<file path="src/inc/pctl_pkg.sv">
// package for the protection control register bank
// assumes one core clock domain and a byte-wide register port
package pctl_pkg;
	localparam logic [7:0] PCTL_ADDR = 8'h00_C3;
	localparam logic [7:0] PCTL_RESET = 8'h00_00;
	localparam int BIT_RESET = 7;
	localparam int BIT_RSVD = 6;
	localparam int BIT_LIST_OK = 5;
	localparam int BIT_KEY_OK = 4;
	localparam int BIT_CIPH_OFF = 3;
	localparam int BIT_CIPH_EN = 2;
	localparam int BIT_AUTH_DIS = 1;
	localparam int BIT_AUTH_EN = 0;
	localparam logic [1:0] POL_AUTH_ONLY = 2'h0;
	localparam logic [1:0] POL_REG_CTRL = 2'h1;
	localparam logic [1:0] POL_ALWAYS = 2'h2;
	localparam logic [1:0] POL_INBAND = 2'h3;

	typedef enum logic [1:0] {PCTL_VID_PLAIN, PCTL_VID_CIPHER, PCTL_VID_BLUE} pctl_video_t;

	typedef struct packed {
		logic wr;
		logic rd;
		logic [7:0] addr;
		logic [7:0] wdata;
	} pctl_bus_t;

	typedef struct packed {
		logic engine_reset;
		logic auth_start;
		logic auth_disable;
		logic cipher_off;
		logic list_approved;
		logic key_approved;
	} pctl_cmd_t;
endpackage

</file>
<file path="src/pctl_regs.sv">
// protection control register with self-clearing commands
// assumes a byte register port from the serial bus slave, same clock
`timescale 1ns/100ps
module pctl_regs (
	input wire logic core_clk,
	input wire logic reset,
	input pctl_pkg::pctl_bus_t bus,
	output logic [7:0] rdata,
	input wire logic [1:0] cipher_policy,
	input wire logic receiver_key_ready,
	input wire logic auth_complete,
	input wire logic authenticated,
	output pctl_pkg::pctl_cmd_t cmd,
	output logic auth_enabled,
	output logic cipher_active,
	output pctl_pkg::pctl_video_t video_mode
);
	import pctl_pkg::*;
	logic hit_wr;
	logic list_ok_reg;
	logic key_ok_reg;
	logic ciph_en_reg;
	logic auth_en_reg;
	logic ciph_off_reg;
	logic ready_d_reg;
	logic ready_rise;
	logic always_pol;
	logic [7:0] rdata_reg;
	logic [7:0] rd_next;
	pctl_cmd_t cmd_reg;

	assign hit_wr = bus.wr && (bus.addr == PCTL_ADDR);
	assign ready_rise = receiver_key_ready && !ready_d_reg;
	assign always_pol = (cipher_policy == POL_ALWAYS);

	always_ff @(posedge core_clk)
	begin
		if (reset)
			ready_d_reg <= 1'b0;
		else
			ready_d_reg <= receiver_key_ready;
	end

	always_ff @(posedge core_clk)
	begin
		if (reset)
			cmd_reg <= '0;
		else
		begin
			cmd_reg.engine_reset <= hit_wr && bus.wdata[BIT_RESET];
			cmd_reg.auth_start <= hit_wr && bus.wdata[BIT_AUTH_EN] && !bus.wdata[BIT_RESET];
			cmd_reg.auth_disable <= hit_wr && bus.wdata[BIT_AUTH_DIS];
			cmd_reg.cipher_off <= hit_wr && bus.wdata[BIT_CIPH_OFF];
			cmd_reg.list_approved <= list_ok_reg;
			cmd_reg.key_approved <= key_ok_reg;
		end
	end
	assign cmd = cmd_reg;

	// repeater list approval held until completion
	always_ff @(posedge core_clk)
	begin
		if (reset)
			list_ok_reg <= 1'b0;
		else if (hit_wr && bus.wdata[BIT_RESET])
			list_ok_reg <= 1'b0;
		else if (hit_wr && bus.wdata[BIT_LIST_OK])
			list_ok_reg <= 1'b1;
		else if (auth_complete)
			list_ok_reg <= 1'b0;
	end

	// key approval cleared by the rising edge of key ready, zero write ignored
	always_ff @(posedge core_clk)
	begin
		if (reset)
			key_ok_reg <= 1'b0;
		else if (hit_wr && bus.wdata[BIT_RESET])
			key_ok_reg <= 1'b0;
		else if (hit_wr && bus.wdata[BIT_KEY_OK])
			key_ok_reg <= 1'b1;
		else if (ready_rise)
			key_ok_reg <= 1'b0;
	end

	always_ff @(posedge core_clk)
	begin
		if (reset)
			ciph_en_reg <= PCTL_RESET[BIT_CIPH_EN];
		else if (hit_wr && bus.wdata[BIT_RESET])
			ciph_en_reg <= 1'b0;
		else if (hit_wr && !always_pol)
			ciph_en_reg <= bus.wdata[BIT_CIPH_EN];
	end

	// cipher off holds until encryption re-enabled
	always_ff @(posedge core_clk)
	begin
		if (reset)
			ciph_off_reg <= 1'b0;
		else if (hit_wr && bus.wdata[BIT_CIPH_OFF])
			ciph_off_reg <= 1'b1;
		else if (hit_wr && bus.wdata[BIT_CIPH_EN])
			ciph_off_reg <= 1'b0;
	end

	always_ff @(posedge core_clk)
	begin
		if (reset)
			auth_en_reg <= PCTL_RESET[BIT_AUTH_EN];
		else if (hit_wr && (bus.wdata[BIT_RESET] || bus.wdata[BIT_AUTH_DIS]))
			auth_en_reg <= 1'b0;
		else if (hit_wr && bus.wdata[BIT_AUTH_EN])
			auth_en_reg <= 1'b1;
	end
	assign auth_enabled = auth_en_reg;
	assign cipher_active = (ciph_en_reg || always_pol) && !ciph_off_reg;

	// reserved and pulse bits read zero
	always_comb
	begin
		rd_next = '0;
		rd_next[BIT_LIST_OK] = list_ok_reg;
		rd_next[BIT_KEY_OK] = key_ok_reg;
		rd_next[BIT_CIPH_EN] = ciph_en_reg || always_pol;
		rd_next[BIT_AUTH_EN] = auth_en_reg;
	end

	always_ff @(posedge core_clk)
	begin
		if (reset)
			rdata_reg <= PCTL_RESET;
		else if (bus.rd && bus.addr == PCTL_ADDR)
			rdata_reg <= rd_next;
		else if (bus.rd)
			rdata_reg <= '0;
	end
	assign rdata = rdata_reg;

	pctl_mux pctl_mux_inst (
		.core_clk(core_clk),
		.reset(reset),
		.cipher_enable(cipher_active),
		.authenticated(authenticated),
		.video_mode(video_mode)
	);

	a_reset_kills_auth: assert property (@(posedge core_clk) disable iff (reset)
		hit_wr && bus.wdata[BIT_RESET] |=> !auth_enabled && cmd.engine_reset) else $error("reset write failed");
	a_reset_pulse_one: assert property (@(posedge core_clk) disable iff (reset)
		cmd.engine_reset && !(hit_wr && bus.wdata[BIT_RESET]) |=> !cmd.engine_reset) else $error("reset stuck");
	a_list_clears: assert property (@(posedge core_clk) disable iff (reset)
		auth_complete && !hit_wr |=> !list_ok_reg) else $error("list approval not cleared");
	a_key_zero_write: assert property (@(posedge core_clk) disable iff (reset)
		key_ok_reg && hit_wr && !bus.wdata[BIT_KEY_OK] && !bus.wdata[BIT_RESET] && !ready_rise |=> key_ok_reg)
		else $error("key approval lost");
	a_key_ready_clr: assert property (@(posedge core_clk) disable iff (reset)
		ready_rise && !hit_wr |=> !key_ok_reg) else $error("key approval held");
	a_off_keeps_auth: assert property (@(posedge core_clk) disable iff (reset)
		hit_wr && bus.wdata == 8'h00_08 |=> !cipher_active && auth_enabled == $past(auth_enabled))
		else $error("cipher off wrong");
	a_always_reads_one: assert property (@(posedge core_clk) disable iff (reset)
		always_pol && bus.rd && bus.addr == PCTL_ADDR |=> rdata[BIT_CIPH_EN]) else $error("enable not one");
	a_auth_disable: assert property (@(posedge core_clk) disable iff (reset)
		hit_wr && bus.wdata[BIT_AUTH_DIS] |=> !auth_enabled ##1 !cmd.auth_disable || $past(hit_wr))
		else $error("auth disable failed");
	a_auth_start: assert property (@(posedge core_clk) disable iff (reset)
		hit_wr && bus.wdata == 8'h00_01 |=> auth_enabled && cmd.auth_start) else $error("auth start failed");
	a_rsvd_zero: assert property (@(posedge core_clk) disable iff (reset)
		!rdata[BIT_RSVD] && !rdata[BIT_RESET]) else $error("reserved bit set");
endmodule // pctl_regs

</file>
<file path="src/pctl_mux.sv">
// video mode selection from encryption enable and authentication state
// assumes inputs on core_clk
`timescale 1ns/100ps
module pctl_mux (
	input wire logic core_clk,
	input wire logic reset,
	input wire logic cipher_enable,
	input wire logic authenticated,
	output pctl_pkg::pctl_video_t video_mode
);
	import pctl_pkg::*;
	pctl_video_t mode_reg;
	pctl_video_t mode_next;
	always_comb
	begin
		if (cipher_enable && authenticated)
			mode_next = PCTL_VID_CIPHER;
		else if (cipher_enable)
			mode_next = PCTL_VID_BLUE;
		else
			mode_next = PCTL_VID_PLAIN;
	end
	always_ff @(posedge core_clk)
	begin
		if (reset)
			mode_reg <= PCTL_VID_PLAIN;
		else
			mode_reg <= mode_next;
	end
	assign video_mode = mode_reg;

	a_blue_when_unauth: assert property (@(posedge core_clk) disable iff (reset)
		cipher_enable && !authenticated |=> video_mode == PCTL_VID_BLUE) else $error("blue screen missing");
	a_cipher_when_auth: assert property (@(posedge core_clk) disable iff (reset)
		cipher_enable && authenticated |=> video_mode == PCTL_VID_CIPHER) else $error("cipher missing");
	a_plain_when_off: assert property (@(posedge core_clk) disable iff (reset)
		!cipher_enable |=> video_mode == PCTL_VID_PLAIN) else $error("plain video missing");
endmodule // pctl_mux

</file>
<file path="config.mk">
export PLATFORM = sky130hd
export DESIGN_NAME = pctl_regs
export DESIGN_NICKNAME = d
export VERILOG_FILES = /design/src/inc/pctl_pkg.sv /design/src/pctl_regs.sv /design/src/pctl_mux.sv
export SDC_FILE = /design/constraint.sdc
export NUM_CORES = 1
export LEC_CHECK = 0
export BUFFER_PORTS_ARGS = -buffer_cell sky130_fd_sc_hd__buf_2
export CORE_UTILIZATION = 42
export DETAILED_ROUTE_END_ITERATION = 10
export GPL_TIMING_DRIVEN = 0
export PLACE_DENSITY = 0.86
export SETUP_SLACK_MARGIN = 0.4
export SYNTH_ARGS = -nofsm -noshare
export SYNTH_HDL_FRONTEND = slang
export SYNTH_HIERARCHICAL = 1
export SYNTH_SLANG_ARGS = --single-unit
</file>
<file path="constraint.sdc">
create_clock -name core_clk -period 1.5 [get_ports core_clk]
set_input_delay 0.15 -clock core_clk [delete_from_list [all_inputs] [get_ports core_clk]]
set_output_delay 0.15 -clock core_clk [all_outputs]
set_load 0.02 [all_outputs]
</file>
* Word-level counts from Yosys, hierarchy flattened *
Cells that the tools add are included.

cells by class
  div/mod/pow operators = 0
  mux-type cells = 10
  order comparisons = 0
  bitwise operators = 0
  equal/unequal tests = 2
  multipliers = 0
  reduce and logical (&&, ||, !) cells = 28
  add/subtract/negate cells = 0
  shift-type cells = 0

operators with widths
  cell                                   number
  logical AND 1 bit                      15
  two-way mux 6 bit                      2
  == test 8 bit (second input constant)  1
  nonzero test 2 bit                     4
  two-way mux 1 bit                      7
  OR reduction 2 bit                     3
  zero test 1 bit                        4
  == test 2 bit (second input constant)  1
  logical OR 1 bit                       2
  two-way mux 2 bit                      1

word-level totals
  bits of input ports = 25
  memories kept = 0
  flip-flop bits (word level) = 18
  RAM bits = 0
  bits in read-only memories = 0
  bits in latches = 0

* Logic depth before layout (Yosys ltp) *
Gate-level depths: netlist of the first run.

  depth after elaboration = 5
  mapped depth = 4
  gate-level depth less buffers = 4

* By module *
The synthesis of the first run kept the hierarchy.

by module, submodules not included
  module     area an instance (um2)  instances  cells an instance  sequential area each (um2)
  pctl_regs  701.9                   1          62                 320.3
  pctl_mux   61.3                    1          4                  40.0

* Worst setup path after synthesis of the first run *
No wires, ideal clock.

  kind = input to register
  start = input port bus[11] (netlist name)
  end = register ciph_en_reg
  setup slack = 0.295 ns
  arrival = 1.074 ns
  stages = 3
  buffers on the path = 0
  library setup time = 0.131 ns
  path through = or4_4 > o41ai_2 > o41ai_1

between the ends
  longest elaborated chain between the ends = 4
  elaborated cells on any way between the ends = 5

ends and longest elaborated chain
  element                              line             source
  from (decl)                          pctl_regs.sv:7   input pctl_pkg::pctl_bus_t bus,
  == test 8 bit (*)                    pctl_regs.sv:32  assign hit_wr = bus.wr && (bus.addr == PCTL_ADDR);
  logical AND 1 bit (*)                pctl_regs.sv:32
  logical AND 1 bit                    pctl_regs.sv:90  else if (hit_wr && bus.wdata[BIT_RESET])
  OR reduction 2 bit (no source line)  n/a
  to (signal assigned)                 pctl_regs.sv:89  ciph_en_reg <= PCTL_RESET[BIT_CIPH_EN];
  to (signal assigned)                 pctl_regs.sv:93  ciph_en_reg <= bus.wdata[BIT_CIPH_EN];
  to (decl)                            pctl_regs.sv:22  logic ciph_en_reg;

Mark *: on every way between the ends. The rest lies on a longest branch, timed or not.
A chain may end at the register's enable or synchronous reset.

* Worst setup path after layout of the first run *
  start = register ciph_en_reg
  end = output port cipher_active

between the ends
  longest elaborated chain between the ends = 2

ends and longest elaborated chain
  element            line              source
  logical OR 1 bit   pctl_regs.sv:117  assign cipher_active = (ciph_en_reg || always_pol) && !ciph_off_reg;
  logical AND 1 bit  pctl_regs.sv:117
  to (decl)          pctl_regs.sv:15   output logic cipher_active,

No other way between the ends.

==> results of run 1 <==
==> how the worst min path moves through the flow <==
stage | to | from | slack [ps]
6_report | pctl_mux_inst/video_mode[1] | authenticated | 30
4_1_cts | pctl_mux_inst/video_mode[1] | authenticated | 30
2_1_floorplan | pctl_mux_inst/video_mode[1] | authenticated | 220
3_3_place_gp | pctl_mux_inst/video_mode[1] | authenticated | 330
3_5_place_dp | pctl_mux_inst/video_mode[1] | authenticated | 340
5_1_grt | pctl_mux_inst/video_mode[1] | authenticated | 30
==> power by group <==
part,internal [mW],leakage [nW],switching (mW)
sequential,0.481,0.146,0.000669
clock,0.148,0.0210,0.143
combinational,0.0510,0.334,0.0567
total,0.679,0.500,0.200
==> worst reg2reg max path: stages, from the launching register on <==
cell     delay (ps)
dfxtp_2         330
or2_1           230
nor2b_4         140
and3b_1         150
==> stage by stage <==
stage	worst slack (ps)	hold slack [ps]	total power, mW	area [sq um]
global placement	138.4	331.9	0.5918	991.0
global route	205.6	33.24	0.9064	1051
CTS	237.8	31.02	0.8809	1042
finish	243.9	31.32	0.8792	1051
floorplan	295.4	218.8	0.5436	774.5
detailed placement	110.2	337.6	0.5936	991.0
==> layer usage <==
| metal | part of all wire (%) | GRT usage (%) | wire length, um | up-vias |
|---|---|---|---|---|
| met4 | 0.95 | 5.455 | 14 | 0 |
| met2 | 47 | 23.53 | 694 | 27 |
| met3 | 5.5 | 3.673 | 82 | 2 |
| met5 | 0 | 0 | 0 | - |
| met1 | 47 | 19.40 | 688 | 293 |
| li1 | - | - | - | 326 |
==> cells by family (layout without fill, tap and decap cells) <==
kind of cell | Yosys count | after routing | synth area share [%]
simple gates | 27 | 27 | 29.68
buf+inv | 8 | 49 | 8.198
compound gates | 12 | 12 | 14.43
flops | 18 | 18 | 47.21
other cells | 1 | 4 | 0.4913
==> placed cells by master, fill, tap and decap left out, types with 2 or more instances in the layout <==
master,Yosys,final
clkbuf_4,1,4
nor2b_1,5,4
and2_1,3,3
and3b_1,2,2
a221oi_1,2,2
nor2_1,2,2
nand4_1,3,3
a22o_1,4,4
conb_1,1,4
inv_1,2,2
buf_2,0,36
buf_4,4,4
and4_1,2,2
dfxtp_1,18,17
nor4_4,1,2
==> synth_stat cells <==
cell and instances:
a221oi_1 2, nor4_4 1, nand4_4 1, clkbuf_4 1, o41ai_2 1, a41oi_1 1, conb_1 1, or4_4 1
dfxtp_1 18, a32o_2 1, bufinv_8 1, o21ai_0 1, a211oi_1 1, nand4_1 3, nor2_1 2, nor3_2 1
nor3b_1 1, and3b_1 2, a22o_1 4, or2_2 1, inv_1 2, buf_4 4, nor3b_2 1, nor4_2 1
or2_1 1, and2_1 3, and4_1 2, o41ai_1 1, nor2b_1 5, nand2b_1 1
==> timing repair <==
item                                    4_1_cts  5_1_grt
pin swaps                                     1        0
endpoints found under the setup margin        1        2
gates resized for setup                       5        1
hold buffers                                  0        0
cloned                                        0        0
hold endpoints to repair                      0        0
==> area by class of cell <==
type                    count  area, sq um  area share (%)
multi-input cells          43        367.9           35.00
flip-flops and latches     18        361.6           34.40
repair buffers             37        191.4           18.21
plain buffers               5        37.54           3.571
clock buffers               4        36.28           3.452
well taps                  25        31.28           2.976
inverters                   3        25.02           2.381
==> results.sh, run 1 <==
export IMPL_cts_tree="yes"
export IMPL_worst_path_stages=3
export IMPL_postSynthCellCount=66
export IMPL_finalNonFillerCells=135
export IMPL_timing_setup_tns_ps=0
export IMPL_root_buffer="clkbuf_4"
export IMPL_avgRoutedWirePerCell_um=10.96
export IMPL_area_growth_pct=37.71
export IMPL_insertion_delay_ps=280
export IMPL_synth_area_leaders="dfxtp_1, a22o_1, nor2b_1, buf_4, nand4_4"
export IMPL_setup_viol=0
export IMPL_io_pins=43
export IMPL_rsz0062_at_grt="yes"
export IMPL_cpMaxStageDelayCell="dfxtp_2"
export IMPL_n_antenna_cell=0
export IMPL_yosys_warnings=6
export IMPL_grt_max_degree=11
export IMPL_finalCritPeriodShare_pct=83.74
export IMPL_antenna_found_initial=0
export IMPL_crit_path_end="cipher_active"
export IMPL_die_h_um=44.63
export IMPL_ctsLongestPathBuffers=2
export IMPL_grt_util_all_layers_pct=14.83
export IMPL_cp_arrival_ps=1110
export IMPL_critPathLaunchType="flop"
export IMPL_yosys_area_top_type="dfxtp_1"
export IMPL_reg2reg_setup_slack_ps=560
export IMPL_drc=0
export IMPL_ir_worst_vdd_mv=0.4770
export IMPL_ant_nets=0
export IMPL_dp_cells=131
export IMPL_power_density_nw_per_um2=836.5
export IMPL_clk_pin_slew_worst_paths_ps=100
export IMPL_crit_family="simple AND/OR/NAND/NOR gates"
export IMPL_fin_crit_ps=1256
export IMPL_cp_required_ps=1350
export IMPL_hold_viol=0
export IMPL_viasPerCell=4.800
export IMPL_yosysSeqAreaShare_pct=47.21
export IMPL_crit_chain="or2_1 -> nor2b_4 -> buf_6"
export IMPL_post_route_cells_drive_above_1_share_pct=52.73
export IMPL_crit_type="reg2out"
export IMPL_reg2reg_depth=3
export IMPL_grt_pass1_wl_um=2180
export IMPL_hp_class="in2reg"
export IMPL_min_path_cells=2
export IMPL_cap_violations=0
export IMPL_wirelength_um=1479
export IMPL_h_tree_depth=1
export IMPL_slew_violations=0
export IMPL_die_width_um=44.63
export IMPL_dp_hpwl_um=1212
export IMPL_rows=15
export IMPL_cellLeakagePower_nw=0.5005
export IMPL_nFillCells=148
export IMPL_status="complete, no violations"
export IMPL_vias=648
export IMPL_synth_area_sq_um=763.2
export IMPL_cts_sinks=18
export IMPL_crit_buf_inv=1
export IMPL_fmax_ghz=0.7961
export IMPL_cts_buffers=3
export IMPL_final_util_pct=61.54
export IMPL_overflow=0
export IMPL_finalClockSkew_ps=2.080
export IMPL_worstReg2RegStart="ciph_en_reg"
export IMPL_dr_pass1_iters=4
export IMPL_design_die_area_sq_um=1992
export IMPL_syn_area_per_cell_sq_um=11.56
export IMPL_cpPeakStageDelay_ps=330
export IMPL_setup_worst_path_start="ciph_en_reg"
export IMPL_initialDrtViolationCount=9
export IMPL_gp_congestion=0.7257
export IMPL_synth_seq_cells=18
export IMPL_initial_core_util_pct=44.69
export IMPL_largest_register_ffs=6
export IMPL_grt_pass1_vias=518
export IMPL_r2r_end="pctl_mux_inst/video_mode[0]"
export IMPL_cp_end_kind="output pin"
export IMPL_critPathMaxFanout=3
export IMPL_yosysTopAreaCellShare_pct=47.21
export IMPL_ys_types=30
export IMPL_post_cts_repair_setup_buffers=0
export IMPL_core_area_sq_um=1708
export IMPL_portBuffers=37
export IMPL_nets=136
Note: power is estimated with default switching activity, not from simulation.
==> run 2: changes to the inputs <==
Clock period 1.5 ns to 1.2 ns, I/O delays scaled along.
==> results.sh, run 2 (synthesis gave the netlist of run 1 again) <==
export IMPL_die_h_um=44.63
export IMPL_vias=704
export IMPL_nFillCells=111
export IMPL_power_density_nw_per_um2=910.5
export IMPL_wirelength_um=1846
export IMPL_critPathMaxFanout=3
export IMPL_dp_cells=131
export IMPL_core_area_sq_um=1708
export IMPL_fmax_ghz=0.8092
export IMPL_antenna_found_initial=0
export IMPL_dp_hpwl_um=1200
export IMPL_portBuffers=37
export IMPL_insertion_delay_ps=290
export IMPL_cts_tree="yes"
export IMPL_grt_pass1_vias=642
export IMPL_nets=143
export IMPL_overflow=0
export IMPL_crit_buf_inv=1
export IMPL_ir_worst_vdd_mv=0.6296
export IMPL_reg2reg_depth=3
export IMPL_h_tree_depth=1
export IMPL_setup_viol=1
export IMPL_design_die_area_sq_um=1992
export IMPL_die_width_um=44.63
export IMPL_root_buffer="clkbuf_4"
export IMPL_cellLeakagePower_nw=0.5675
export IMPL_layout_setup_ws_ps=-35.84
export IMPL_violations="setup timing"
export IMPL_grt_pass1_wl_um=2718
export IMPL_layout_common_cells="buf_2, buf_6, dfxtp_2, buf_4"
export IMPL_rows=15
export IMPL_ant_nets=0
export IMPL_finalCritPeriodShare_pct=103.0
export IMPL_hp_class="in2reg"
export IMPL_final_util_pct=73.26
export IMPL_hold_viol=0
export IMPL_critPathLaunchType="flop"
export IMPL_cpPeakStageDelay_ps=330
export IMPL_largest_register_ffs=6
export IMPL_fin_crit_ps=1236
export IMPL_gp_congestion=0.7025
export IMPL_crit_chain="or2_1 -> nor2b_4 -> buf_6"
export IMPL_cts_buffers=3
export IMPL_cts_sinks=18
export IMPL_multi_input_area_sq_um=389.1
export IMPL_status="finished, violations left"
export IMPL_ctsLongestPathBuffers=2
export IMPL_worstReg2RegStart="ciph_en_reg"
export IMPL_cp_end_kind="output pin"
export IMPL_area_growth_pct=63.93
export IMPL_cpMaxStageDelayCell="dfxtp_2"
export IMPL_initial_core_util_pct=44.69
export IMPL_rsz0062_at_grt="yes"
export IMPL_crit_type="reg2out"
export IMPL_dr_pass1_iters=4
export IMPL_reg2reg_setup_slack_ps=240
export IMPL_cp_required_ps=1080
export IMPL_final_common_cell="buf_2"
export IMPL_finalClockSkew_ps=1.125
export IMPL_cp_arrival_ps=1120
export IMPL_n_antenna_cell=0
export IMPL_initialDrtViolationCount=6
export IMPL_grt_util_all_layers_pct=19.29
export IMPL_slew_violations=0
export IMPL_avgRoutedWirePerCell_um=13.00
export IMPL_crit_family="simple AND/OR/NAND/NOR gates"
export IMPL_ff_latch_area_sq_um=377.9
export IMPL_grt_max_degree=11
export IMPL_r2r_end="pctl_mux_inst/video_mode[0]"
export IMPL_post_route_cells_drive_above_1_share_pct=68.38
export IMPL_cap_violations=0
export IMPL_drc=0
export IMPL_finalNonFillerCells=142
export IMPL_clk_pin_slew_worst_paths_ps=110
export IMPL_viasPerCell=4.958
export IMPL_crit_path_end="cipher_active"
export IMPL_setup_worst_path_start="ciph_en_reg"
export IMPL_io_pins=43
export IMPL_worst_path_stages=3
## run 2: cell types whose count changed in the layout (fill, tap and decap cells not counted), sizes merged
cell | previous run | this run
buf | 41 | 47
dlygate4sd3 | 0 | 1
## run 2: what timing repair did
| item | CTS | global route |
|---|---|---|
| hold buffers | 1 | 0 |
| endpoints found under the hold margin | 1 | 0 |
| resized for setup | 51 | 1 |
| buffers inserted | 5 | 1 |
| pin swaps | 7 | 5 |
| setup endpoints to repair | 29 | 29 |
## run 2: metal layers
metal / track usage [%] / part of all wire [%]
met1: 20.65 / 39
met2: 35.29 / 53
met4: 10.30 / 2.7
met5: 0 / 0
met3: 3.673 / 5.9
## run 2: area by class of cell
cell class,instances,area share (%)
buffer,5,3.000
inverter,3,2.000
tap,25,2.500
clock buffer,4,2.900
timing repair buffer,44,28.30
sequential,18,30.20
multi-input combinational,43,31.10
## run 2: worst min path at each step
stage / slack [ps] / cells after the start / start / endpoint
final: 20 / 2 / reset / pctl_mux_inst/video_mode[1]
after global routing: 30 / 2 / reset / pctl_mux_inst/video_mode[1]
after CTS: 20 / 2 / reset / pctl_mux_inst/video_mode[1]
after detailed placement: 320 / 2 / authenticated / pctl_mux_inst/video_mode[1]
after global placement: 300 / 2 / authenticated / pctl_mux_inst/video_mode[1]
after floorplan: 190 / 1 / authenticated / pctl_mux_inst/video_mode[1]
## run 2: metrics by stage
stage	setup TNS [ps]	total power, mW	area [sq um]	hold slack (ps)	worst slack [ps]
floorplan	0	0.6823	790.8	188.8	25.38
global placement	-750.5	0.7447	1007	301.8	-133.3
detailed placement	-765.4	0.7467	1007	317.7	-149.6
CTS	-48.96	1.127	1240	18.93	-48.96
global route	-60.81	1.166	1251	28.85	-60.81
finish	-35.84	1.139	1251	18.72	-35.84
## run 2: power breakdown
| part | internal [mW] | switching [mW] | leakage, nW |
|---|---|---|---|
| registers | 0.601 | 0.00124 | 0.152 |
| logic | 0.0819 | 0.0769 | 0.394 |
| clock network | 0.185 | 0.194 | 0.0210 |
| total | 0.867 | 0.272 | 0.567 |
